**src/design/icff_pkg.sv**
```systemverilog
package icff_pkg;

  ////////////////////////////////////////////////////////////////////////////
  // widths
  localparam int ICFF_DATA_W = 16;
  localparam int ICFF_ADDR_W = 8;
  localparam int ICFF_PIN_W = ICFF_DATA_W + 3;

  ////////////////////////////////////////////////////////////////////////////
  // register offsets (byte addresses)
  localparam logic [ICFF_ADDR_W-1:0] ICFF_OFS_CTRL = 8'h00;
  localparam logic [ICFF_ADDR_W-1:0] ICFF_OFS_WIDTH = 8'h04;
  localparam logic [ICFF_ADDR_W-1:0] ICFF_OFS_DATA = 8'h08;
  localparam logic [ICFF_ADDR_W-1:0] ICFF_OFS_COUNT = 8'h0c;
  localparam logic [ICFF_ADDR_W-1:0] ICFF_OFS_FLAGS = 8'h10;

  ////////////////////////////////////////////////////////////////////////////
  // field positions
  localparam int ICFF_CTRL_FORCE_BIT = 0;
  localparam int ICFF_CTRL_INVERT_BIT = 1;
  localparam int ICFF_FLAG_CAPT_BIT = 0;
  localparam int ICFF_FLAG_GSR_BIT = 1;

  ////////////////////////////////////////////////////////////////////////////
  // width codes and reset values
  localparam logic [1:0] ICFF_WIDTH_1 = 2'h0;
  localparam logic [1:0] ICFF_WIDTH_4 = 2'h1;
  localparam logic [1:0] ICFF_WIDTH_8 = 2'h2;
  localparam logic [1:0] ICFF_WIDTH_16 = 2'h3;
  localparam logic [1:0] ICFF_CTRL_RST = 2'h0;
  localparam logic [1:0] ICFF_WIDTH_RST = 2'h3;
  localparam logic [1:0] ICFF_FLAGS_RST = 2'h0;
  localparam logic [15:0] ICFF_COUNT_RST = 16'h0000;
  localparam logic ICFF_SYNC_RST = 1'b0;

  function automatic logic [ICFF_DATA_W-1:0] icff_lane_mask(input logic [1:0] code);
    logic [ICFF_DATA_W-1:0] m;
    m = 16'h0001;
    case (code)
      ICFF_WIDTH_1: m = 16'h0001;
      ICFF_WIDTH_4: m = 16'h000f;
      ICFF_WIDTH_8: m = 16'h00ff;
      ICFF_WIDTH_16: m = 16'hffff;
      default: m = 16'h0001;
    endcase
    return m;
  endfunction : icff_lane_mask

endpackage : icff_pkg

```
**src/design/icff_input_capture.sv**
```systemverilog
// Notes on behaviour
// - With falling-edge capture the bits load the data on each high-to-low capture clock edge.
// - With rising-edge capture the bits load the data on each low-to-high capture clock edge.
// - When the enable is used and low, active edges leave the output unchanged; high lets them load.
// - The loaded value is the data level seen just before the active edge.
// - A clear-type build drives its output low at reset without waiting for a clock edge.
// - A preset-type build drives its output high at reset without waiting for a clock edge.
// - The global set/reset line restores the initial value; active high, optionally inverted.
// - The wide form keeps one independent bit per data lane, sharing one clock and enable.
`timescale 1ns/10ps
module icff_input_capture #(
  parameter bit EDGE_FALLING = 1'b0,
  parameter bit PRESET_INIT = 1'b0,
  parameter bit USE_CE = 1'b1
) (
  // clock and reset
  input wire logic pclk,
  input wire logic presetn,
  // apb slave
  input wire logic psel,
  input wire logic penable,
  input wire logic pwrite,
  input wire logic [icff_pkg::ICFF_ADDR_W-1:0] paddr,
  input wire logic [31:0] pwdata,
  output logic [31:0] prdata,
  output logic pready,
  output logic pslverr,
  // pad side
  input wire logic [icff_pkg::ICFF_DATA_W-1:0] input_pad,
  input wire logic capture_clk,
  input wire logic capture_en,
  input wire logic global_set_reset,
  // captured data
  output logic [icff_pkg::ICFF_DATA_W-1:0] capture_q
);
  import icff_pkg::*;

  localparam logic [ICFF_DATA_W-1:0] INIT_VEC = {ICFF_DATA_W{PRESET_INIT}};

  logic [ICFF_DATA_W-1:0] data_s;
  logic clk_s;
  logic ce_s;
  logic gsr_s;
  logic [ICFF_DATA_W-1:0] data_prev_q;
  logic clk_prev_q;
  logic ce_prev_q;
  logic [1:0] warm_q;
  logic prime_q;
  logic edge_rise;
  logic edge_fall;
  logic active_edge;
  logic ce_ok;
  logic gsr_act;
  logic load;
  logic [ICFF_DATA_W-1:0] lane_mask;
  logic [1:0] ctrl_q;
  logic [1:0] width_q;
  logic [1:0] flags_q;
  logic [1:0] flags_d;
  logic [15:0] count_q;
  logic pready_q;
  logic pslverr_q;
  logic [31:0] prdata_q;
  logic acc_first;
  logic wr_fire;
  logic addr_ok;
  logic [31:0] rd_mux;

  ////////////////////////////////////////////////////////////////////////////
  // pin synchronisers: all pins share the same latency so the data stays
  // aligned with the clock it is judged against

  // pads feed the sampler directly, no buffer stage assumed
  // the capture clock may be any toggling source, it is only sampled
  icff_sync #(
    .W(ICFF_PIN_W)
  ) u_sync (
    .pclk(pclk),
    .presetn(presetn),
    .async_in({global_set_reset, capture_en, capture_clk, input_pad}),
    .sync_out({gsr_s, ce_s, clk_s, data_s})
  );

  ////////////////////////////////////////////////////////////////////////////
  // edge detection on the sampled capture clock

  // one extra stage holds the levels from just before the edge
  always_ff @(posedge pclk or negedge presetn) begin
    if (!presetn) begin
      data_prev_q <= '0;
      clk_prev_q <= 1'b0;
      ce_prev_q <= 1'b0;
    end else begin
      data_prev_q <= data_s;
      clk_prev_q <= clk_s;
      ce_prev_q <= ce_s;
    end
  end

  // a clock already high at reset release must not read as a rising edge:
  // edges count only once both the synchroniser and the previous stage hold pin levels
  always_ff @(posedge pclk or negedge presetn) begin
    if (!presetn) begin
      warm_q <= 2'h0;
      prime_q <= 1'b0;
    end else begin
      warm_q <= {warm_q[0], 1'b1};
      prime_q <= warm_q[1];
    end
  end

  assign edge_rise = prime_q & clk_s & ~clk_prev_q;
  assign edge_fall = prime_q & ~clk_s & clk_prev_q;

  // limitation: the capture clock must stay well below half of pclk
  assign active_edge = EDGE_FALLING ? edge_fall : edge_rise;
  assign ce_ok = ~USE_CE | ce_prev_q;

  // an inverter in front of the line makes it active low
  assign gsr_act = (gsr_s ^ ctrl_q[ICFF_CTRL_INVERT_BIT]) | ctrl_q[ICFF_CTRL_FORCE_BIT];
  assign load = active_edge & ce_ok & ~gsr_act;
  assign lane_mask = icff_lane_mask(width_q);

  ////////////////////////////////////////////////////////////////////////////
  // capture lanes: one independent bit per lane, one shared edge and enable

  // lanes outside the selected width rest at the initial value
  for (genvar i = 0; i < ICFF_DATA_W; i++) begin : g_lane
    icff_cell #(
      .INIT(PRESET_INIT)
    ) u_cell (
      .pclk(pclk),
      .presetn(presetn),
      .force_init(gsr_act | ~lane_mask[i]),
      .load(load),
      .d(data_prev_q[i]),
      .q(capture_q[i])
    );
  end

  ////////////////////////////////////////////////////////////////////////////
  // capture counter and sticky flags

  always_ff @(posedge pclk or negedge presetn) begin
    if (!presetn) begin
      count_q <= ICFF_COUNT_RST;
    end else if (load) begin
      count_q <= count_q + 16'h0001;
    end
  end

  // an event in the clearing cycle survives: set wins over clear
  always_comb begin
    flags_d = flags_q;
    if (wr_fire && paddr == ICFF_OFS_FLAGS) begin
      flags_d = flags_q & ~pwdata[1:0];
    end
    if (load) begin
      flags_d[ICFF_FLAG_CAPT_BIT] = 1'b1;
    end
    if (gsr_act) begin
      flags_d[ICFF_FLAG_GSR_BIT] = 1'b1;
    end
  end

  always_ff @(posedge pclk or negedge presetn) begin
    if (!presetn) begin
      flags_q <= ICFF_FLAGS_RST;
    end else begin
      flags_q <= flags_d;
    end
  end

  ////////////////////////////////////////////////////////////////////////////
  // apb slave: one wait state; reads latch in the first access cycle,
  // writes land on the edge where the master sees pready

  assign acc_first = psel & penable & ~pready_q;
  assign wr_fire = psel & penable & pready_q & pwrite & ~pslverr_q;

  always_comb begin
    addr_ok = 1'b1;
    rd_mux = 32'h0000_0000;
    case (paddr)
      ICFF_OFS_CTRL: rd_mux = {30'h0000_0000, ctrl_q};
      ICFF_OFS_WIDTH: rd_mux = {30'h0000_0000, width_q};
      ICFF_OFS_DATA: rd_mux = {16'h0000, capture_q};
      ICFF_OFS_COUNT: rd_mux = {16'h0000, count_q};
      ICFF_OFS_FLAGS: rd_mux = {30'h0000_0000, flags_q};
      default: addr_ok = 1'b0;
    endcase
  end

  always_ff @(posedge pclk or negedge presetn) begin
    if (!presetn) begin
      pready_q <= 1'b0;
      pslverr_q <= 1'b0;
      prdata_q <= 32'h0000_0000;
    end else begin
      pready_q <= acc_first;
      pslverr_q <= acc_first & ~addr_ok;
      if (acc_first && !pwrite) begin
        prdata_q <= addr_ok ? rd_mux : 32'h0000_0000;
      end
    end
  end

  always_ff @(posedge pclk or negedge presetn) begin
    if (!presetn) begin
      ctrl_q <= ICFF_CTRL_RST;
      width_q <= ICFF_WIDTH_RST;
    end else if (wr_fire) begin
      if (paddr == ICFF_OFS_CTRL) begin
        ctrl_q <= pwdata[1:0];
      end
      if (paddr == ICFF_OFS_WIDTH) begin
        width_q <= pwdata[1:0];
      end
    end
  end

  assign pready = pready_q;
  assign pslverr = pslverr_q;
  assign prdata = prdata_q;

  ////////////////////////////////////////////////////////////////////////////
  // checks

  a_gsr_forces_init: assert property (
    @(posedge pclk) disable iff (!presetn)
    gsr_act |=> (capture_q == INIT_VEC))
    else $error("set/reset did not restore initial value");

  a_gsr_holds_init: assert property (
    @(posedge pclk) disable iff (!presetn)
    gsr_act [*2] |=> (capture_q == INIT_VEC) && $stable(capture_q))
    else $error("output moved while set/reset held");

  a_ce_low_holds: assert property (
    @(posedge pclk) disable iff (!presetn)
    (USE_CE && active_edge && !ce_prev_q && !gsr_act && $stable(width_q))
      |=> (capture_q == $past(capture_q)))
    else $error("disabled edge changed output");

  a_rise_loads_data: assert property (
    @(posedge pclk) disable iff (!presetn)
    (!EDGE_FALLING && prime_q && clk_s && !clk_prev_q && ce_ok && !gsr_act)
      |=> ((capture_q & $past(lane_mask)) == ($past(data_prev_q) & $past(lane_mask))))
    else $error("rising edge did not load data");

  a_fall_loads_data: assert property (
    @(posedge pclk) disable iff (!presetn)
    (EDGE_FALLING && prime_q && !clk_s && clk_prev_q && ce_ok && !gsr_act)
      |=> ((capture_q & $past(lane_mask)) == ($past(data_prev_q) & $past(lane_mask))))
    else $error("falling edge did not load data");

  a_pre_edge_data: assert property (
    @(posedge pclk) disable iff (!presetn)
    load ##1 !gsr_act |-> ((capture_q & $past(lane_mask)) == ($past(data_s, 2) & $past(lane_mask))))
    else $error("loaded value not the pre-edge level");

  a_no_edge_holds: assert property (
    @(posedge pclk) disable iff (!presetn)
    (!active_edge && !gsr_act && $stable(width_q)) |=> $stable(capture_q))
    else $error("output changed without an edge");

  a_lane_masked: assert property (
    @(posedge pclk) disable iff (!presetn)
    (capture_q & ~$past(lane_mask)) == (INIT_VEC & ~$past(lane_mask)))
    else $error("lane outside width left initial value");

  a_ce_high_loads: assert property (
    @(posedge pclk) disable iff (!presetn)
    (USE_CE && active_edge && ce_prev_q && !gsr_act)
      |=> ((capture_q & $past(lane_mask)) == ($past(data_prev_q) & $past(lane_mask))))
    else $error("enabled edge did not load data");

  a_gsr_flag_sets: assert property (
    @(posedge pclk) disable iff (!presetn)
    gsr_act |=> flags_q[ICFF_FLAG_GSR_BIT])
    else $error("set/reset flag not raised");

  a_capt_flag_sets: assert property (
    @(posedge pclk) disable iff (!presetn)
    load |=> flags_q[ICFF_FLAG_CAPT_BIT])
    else $error("capture flag not raised");

  a_count_step: assert property (
    @(posedge pclk) disable iff (!presetn)
    load |=> (count_q == $past(count_q) + 16'h0001))
    else $error("capture count did not advance");

  a_count_holds: assert property (
    @(posedge pclk) disable iff (!presetn)
    !load |=> $stable(count_q))
    else $error("capture count moved without a load");

  a_slverr_with_ready: assert property (
    @(posedge pclk) disable iff (!presetn)
    pslverr |-> pready)
    else $error("error answer without ready");

  a_pready_pulse: assert property (
    @(posedge pclk) disable iff (!presetn)
    (psel && penable && !pready) |=> pready ##1 !pready)
    else $error("apb answer not a single cycle");

endmodule : icff_input_capture

```
**src/design/icff_sync.sv**
```systemverilog
`timescale 1ns/10ps
module icff_sync #(
  parameter int W = 1
) (
  // clock and reset
  input wire logic pclk,
  input wire logic presetn,
  // pins in, synchronised out
  input wire logic [W-1:0] async_in,
  output logic [W-1:0] sync_out
);
  import icff_pkg::*;

  logic [W-1:0] meta_q;

  // first stage feeds only the second stage
  always_ff @(posedge pclk or negedge presetn) begin
    if (!presetn) begin
      meta_q <= {W{ICFF_SYNC_RST}};
      sync_out <= {W{ICFF_SYNC_RST}};
    end else begin
      meta_q <= async_in;
      sync_out <= meta_q;
    end
  end

endmodule : icff_sync

```
**src/design/icff_cell.sv**
```systemverilog
`timescale 1ns/10ps
module icff_cell #(
  parameter logic INIT = 1'b0
) (
  // clock and reset
  input wire logic pclk,
  input wire logic presetn,
  // control
  input wire logic force_init,
  input wire logic load,
  input wire logic d,
  // captured bit
  output logic q
);
  import icff_pkg::*;

  // power-up value taken without any clock edge
  // a forced initial value outranks any load
  always_ff @(posedge pclk or negedge presetn) begin
    if (!presetn) begin
      q <= INIT;
    end else if (force_init) begin
      q <= INIT;
    end else if (load) begin
      q <= d;
    end
  end

endmodule : icff_cell

```
**config.mk**
```make
export PLATFORM = sky130hd
export DESIGN_NAME = icff_input_capture
export DESIGN_NICKNAME = d
export VERILOG_FILES = /design/src/design/icff_pkg.sv /design/src/design/icff_input_capture.sv /design/src/design/icff_sync.sv /design/src/design/icff_cell.sv
export SDC_FILE = /design/constraint.sdc
export NUM_CORES = 1
export LEC_CHECK = 0
export ABC_AREA = 1
export BUFFER_PORTS_ARGS = -buffer_cell sky130_fd_sc_hd__buf_4
export CAP_MARGIN = 20
export CORE_ASPECT_RATIO = 1.25
export CORE_MARGIN = 2
export CORE_UTILIZATION = 50
export DETAILED_ROUTE_END_ITERATION = 7
export PLACE_DENSITY = 0.8
export SLEW_MARGIN = 10
export SYNTH_ARGS = -nofsm -noshare
export SYNTH_HDL_FRONTEND = slang
export SYNTH_SLANG_ARGS = --single-unit
```
**constraint.sdc**
```tcl
create_clock -name pclk -period 2 [get_ports pclk]
set_clock_uncertainty 0.15 [all_clocks]
set_input_delay 0.2 -clock pclk [delete_from_list [all_inputs] [get_ports pclk]]
set_output_delay 0.2 -clock pclk [all_outputs]
set_load 0.01 [all_outputs]
```
==> impl_metrics.csv <==
group,metric,value,unit
status,status,"finished, final reports clean",
timing,post-route-period-util,0.836,
timing,worstMarginPinSlew,568,ps
pwr,swShare,0.206,
synth,syn_area,4640,µm²
finish,areaGrowthSynthToFinish,28.8,%
routing,firstDrtPassIters,4,
routing,drc,0,
timing,rsz0062_at_grt,"no",
clock_network,cts-root-buf,"clkbuf_16",
clock_network,cts_inserted_buffers,17,
clock_network,clkTransAtPathRegs,50,ps
critical_path,crit_fanout,11,
timing,drv_slew,0,
routing,vias,3409,
critical_path,cp.arrival,1810,ps
finish,stdcell_area,5980,µm²
pwr,power.share.combinational,0.054,
die,boundaryPins,114,
die,die_y,112,µm
clock_network,clock_path_buffers,2,
synth,synth_cell_types,25,
global_routing,grt_max_degree,48,
routing,drtIter0Drc,201,
synth,ys_ff_latch,115,
synth,avgSynthCellArea,9.59,µm²
critical_path,reg2reg_from,"ctrl_q[1]",
clock_network,postCtsHoldBufs,25,
finish,drive_gt1_frac,0.196,
critical_path,worst_r2r_path_depth,8,
critical_path,reg2reg_to,"count_q[11]",
die,rows,39,
clock_network,cts.sinks,115,
pwr,p_int,4.52,mW
placed_design,place_area,5140,µm²
clock_network,post_cts_resized,0,
synth,netlist_instances,484,
synth,synth_warnings,0,
timing,fin_crit,1670,ps
routing,final_antenna_net_count,0,
critical_path,r2r_slack,330,ps
critical_path,worstSetupPathType,"flip-flop to flip-flop",
pwr,cellPowerDensity,953,nW/µm²
timing,relSlewSlack,0.618,
hold_path,whs_endpoint,"flags_q[1]",
finish,regArea,2880,µm²
pwr,switchingPower,1.18,mW
pwr,power.total,5.70,mW
routing,via_per_inst,4.77,
routing,wire_per_inst,13.0,µm
hold_path,hold_class,"input pin to flip-flop",
critical_path,start_kind,"flip-flop",
die,initial_core_util,0.511,
timing,fmax,598,MHz
die,die_w,90.2,µm
global_routing,overflow,0,
job,maxCapViolCount,0,
timing,finalWorstSetupSlack,327,ps
die,fp.coreArea,9080,µm²
critical_path,crit_required,2140,ps
timing,setup_viol,0,
placed_design,pre_cts_slack,339,ps
clock_network,clk_latency,400,ps
clock_network,cts_setup_buffers,0,
hold_path,hold_path_depth,6,
finish,nNetsFinal,644,
global_routing,antenna_found_initial,0,
global_routing,grt_pass1_vias,3434,
hold_path,hp-start,"pwrite",
placed_design,gp_congestion,0.886,
synth,yosysSeqAreaShare,0.621,
timing,hold_viol,0,
pwr,irDropWorstVdd,769,µV
die,die_area,10100,µm²
critical_path,cp-end-kind,"flip-flop",
placed_design,hpwl,6330,µm
placed_design,io_buffers,67,
pwr,clock_power_share,0.515,
clock_network,cts_tree,"done",
clock_network,htree_num_levels,4,
global_routing,grt_pass1_wl,15600,µm
finish,fillCellCount,750,
finish,diodes,0,
finish,multi_input_area,1360,µm²
routing,wirelength,9260,µm
pwr,pwr-share-seq,0.431,
global_routing,grt.total_usage,0.201,
pwr,leakage,3.04,nW
timing,fin_tns_setup,0,ps
==> cell usage after synthesis, drive strengths merged <==
cell / n / area (µm²)
dfstp: 2 / 52.6
dfrtp: 113 / 2830
conb: 2 / 7.51
nand4: 6 / 37.5
clkbuf: 2 / 7.51
ha: 1 / 12.5
xor2: 10 / 87.6
nand3: 33 / 165
nand2: 158 / 603
buf: 37 / 275
a21boi: 4 / 30.0
inv: 46 / 173
a211oi: 1 / 7.51
nor2: 31 / 148
o21ai: 23 / 115
nand3b: 1 / 20.0
a21oi: 1 / 5.00
nor4: 1 / 6.26
nor3: 12 / 60.1
==> through the flow <==
step / utilization / std cells / hold slack (ps)
after floorplan: - / 499 / -246
after global placement: 0.567 / 658 / 40.6
after detailed placement: 0.567 / 658 / 50.2
after CTS: 0.659 / 714 / 58.8
after global routing: 0.659 / 714 / 108
final: 0.659 / 714 / 83.6
==> worst max path at each step <==
stage,slack (ps),depth (start not counted),to,startpoint
2_1_floorplan,530,6,count_q[8],count_q[0]
3_5_place_dp,340,7,g_lane[4].u_cell.q,u_sync.sync_out[16]
3_3_place_gp,390,6,count_q[8],count_q[1]
6_report,330,8,count_q[11],ctrl_q[1]
5_1_grt,100,7,g_lane[4].u_cell.q,u_sync.sync_out[16]
4_1_cts,320,7,g_lane[4].u_cell.q,u_sync.sync_out[16]
==> critical path, stage by stage (launching register included) <==
cell and delay, ps:
dfrtp_1 410, nand2_1 130, nand3b_4 160, nor2_8 230, nand2_2 110, nor2_2 160
nand2_1 70, nand2_1 70, nand2_1 50
==> cell type report <==
class,instances,share of cell area
clock buffers,21,0.0753
multi-input cells,299,0.228
well taps,123,0.0257
flip-flops and latches,115,0.482
inverters,46,0.0289
clock inverters,10,0.0224
repair buffers,100,0.138
==> power by group through the flow <==
stage,logic [mW],registers [mW],clock network [mW]
after floorplan,0.125,2.50,0
after global placement,0.256,2.49,0
after detailed placement,0.266,2.50,0
after CTS,0.306,2.46,2.99
after global routing,0.342,2.46,3.12
final,0.305,2.46,2.94
==> state kept, by name (all words and copies together), names as in the netlist, 2 cells and up <==
signal,cells
count_q,16
prdata,16
flags_q,2
u_sync.sync_out,19
u_sync.meta_q,19
data_prev_q,16
ctrl_q,2
width_q,2
g_lane.u_cell.q,16
warm_q,2
==> cell usage in the layout, fill, tap and decap left out, types with 4 or more instances in the layout <==
| cell type | n |
|---|---|
| nor2_1 | 26 |
| clkinv_2 | 4 |
| a21boi_0 | 4 |
| buf_4 | 74 |
| conb_1 | 17 |
| dfrtp_1 | 113 |
| o21ai_0 | 23 |
| clkbuf_16 | 17 |
| nand4_1 | 6 |
| nand2_2 | 4 |
| nor3_1 | 12 |
| nand3_1 | 33 |
| inv_1 | 45 |
| nand2_1 | 154 |
| xor2_1 | 10 |
| dlygate4sd3_1 | 25 |
==> cells by family after synthesis <==
logic type               count (synthesis)  share of synthesized area
XOR/XNOR                                10                     0.0189
AND/OR/NAND/NOR                        242                      0.224
AO/OA/AOI/OAI                           29                     0.0340
adder cells (fa/ha/maj)                  1                    0.00270
buffers and inverters                   85                     0.0981
flip-flops                             115                      0.621
other                                    2                    0.00162
==> routing by layer <==
layer  track usage  vias up  wire, µm
met5             0        -         0
li1              -     1657         -
met2         0.345      120      4990
met4        0.0964        0       226
met3        0.0677       17       540
met1         0.224     1615      3500
Power figures use the tool's default switching activity.
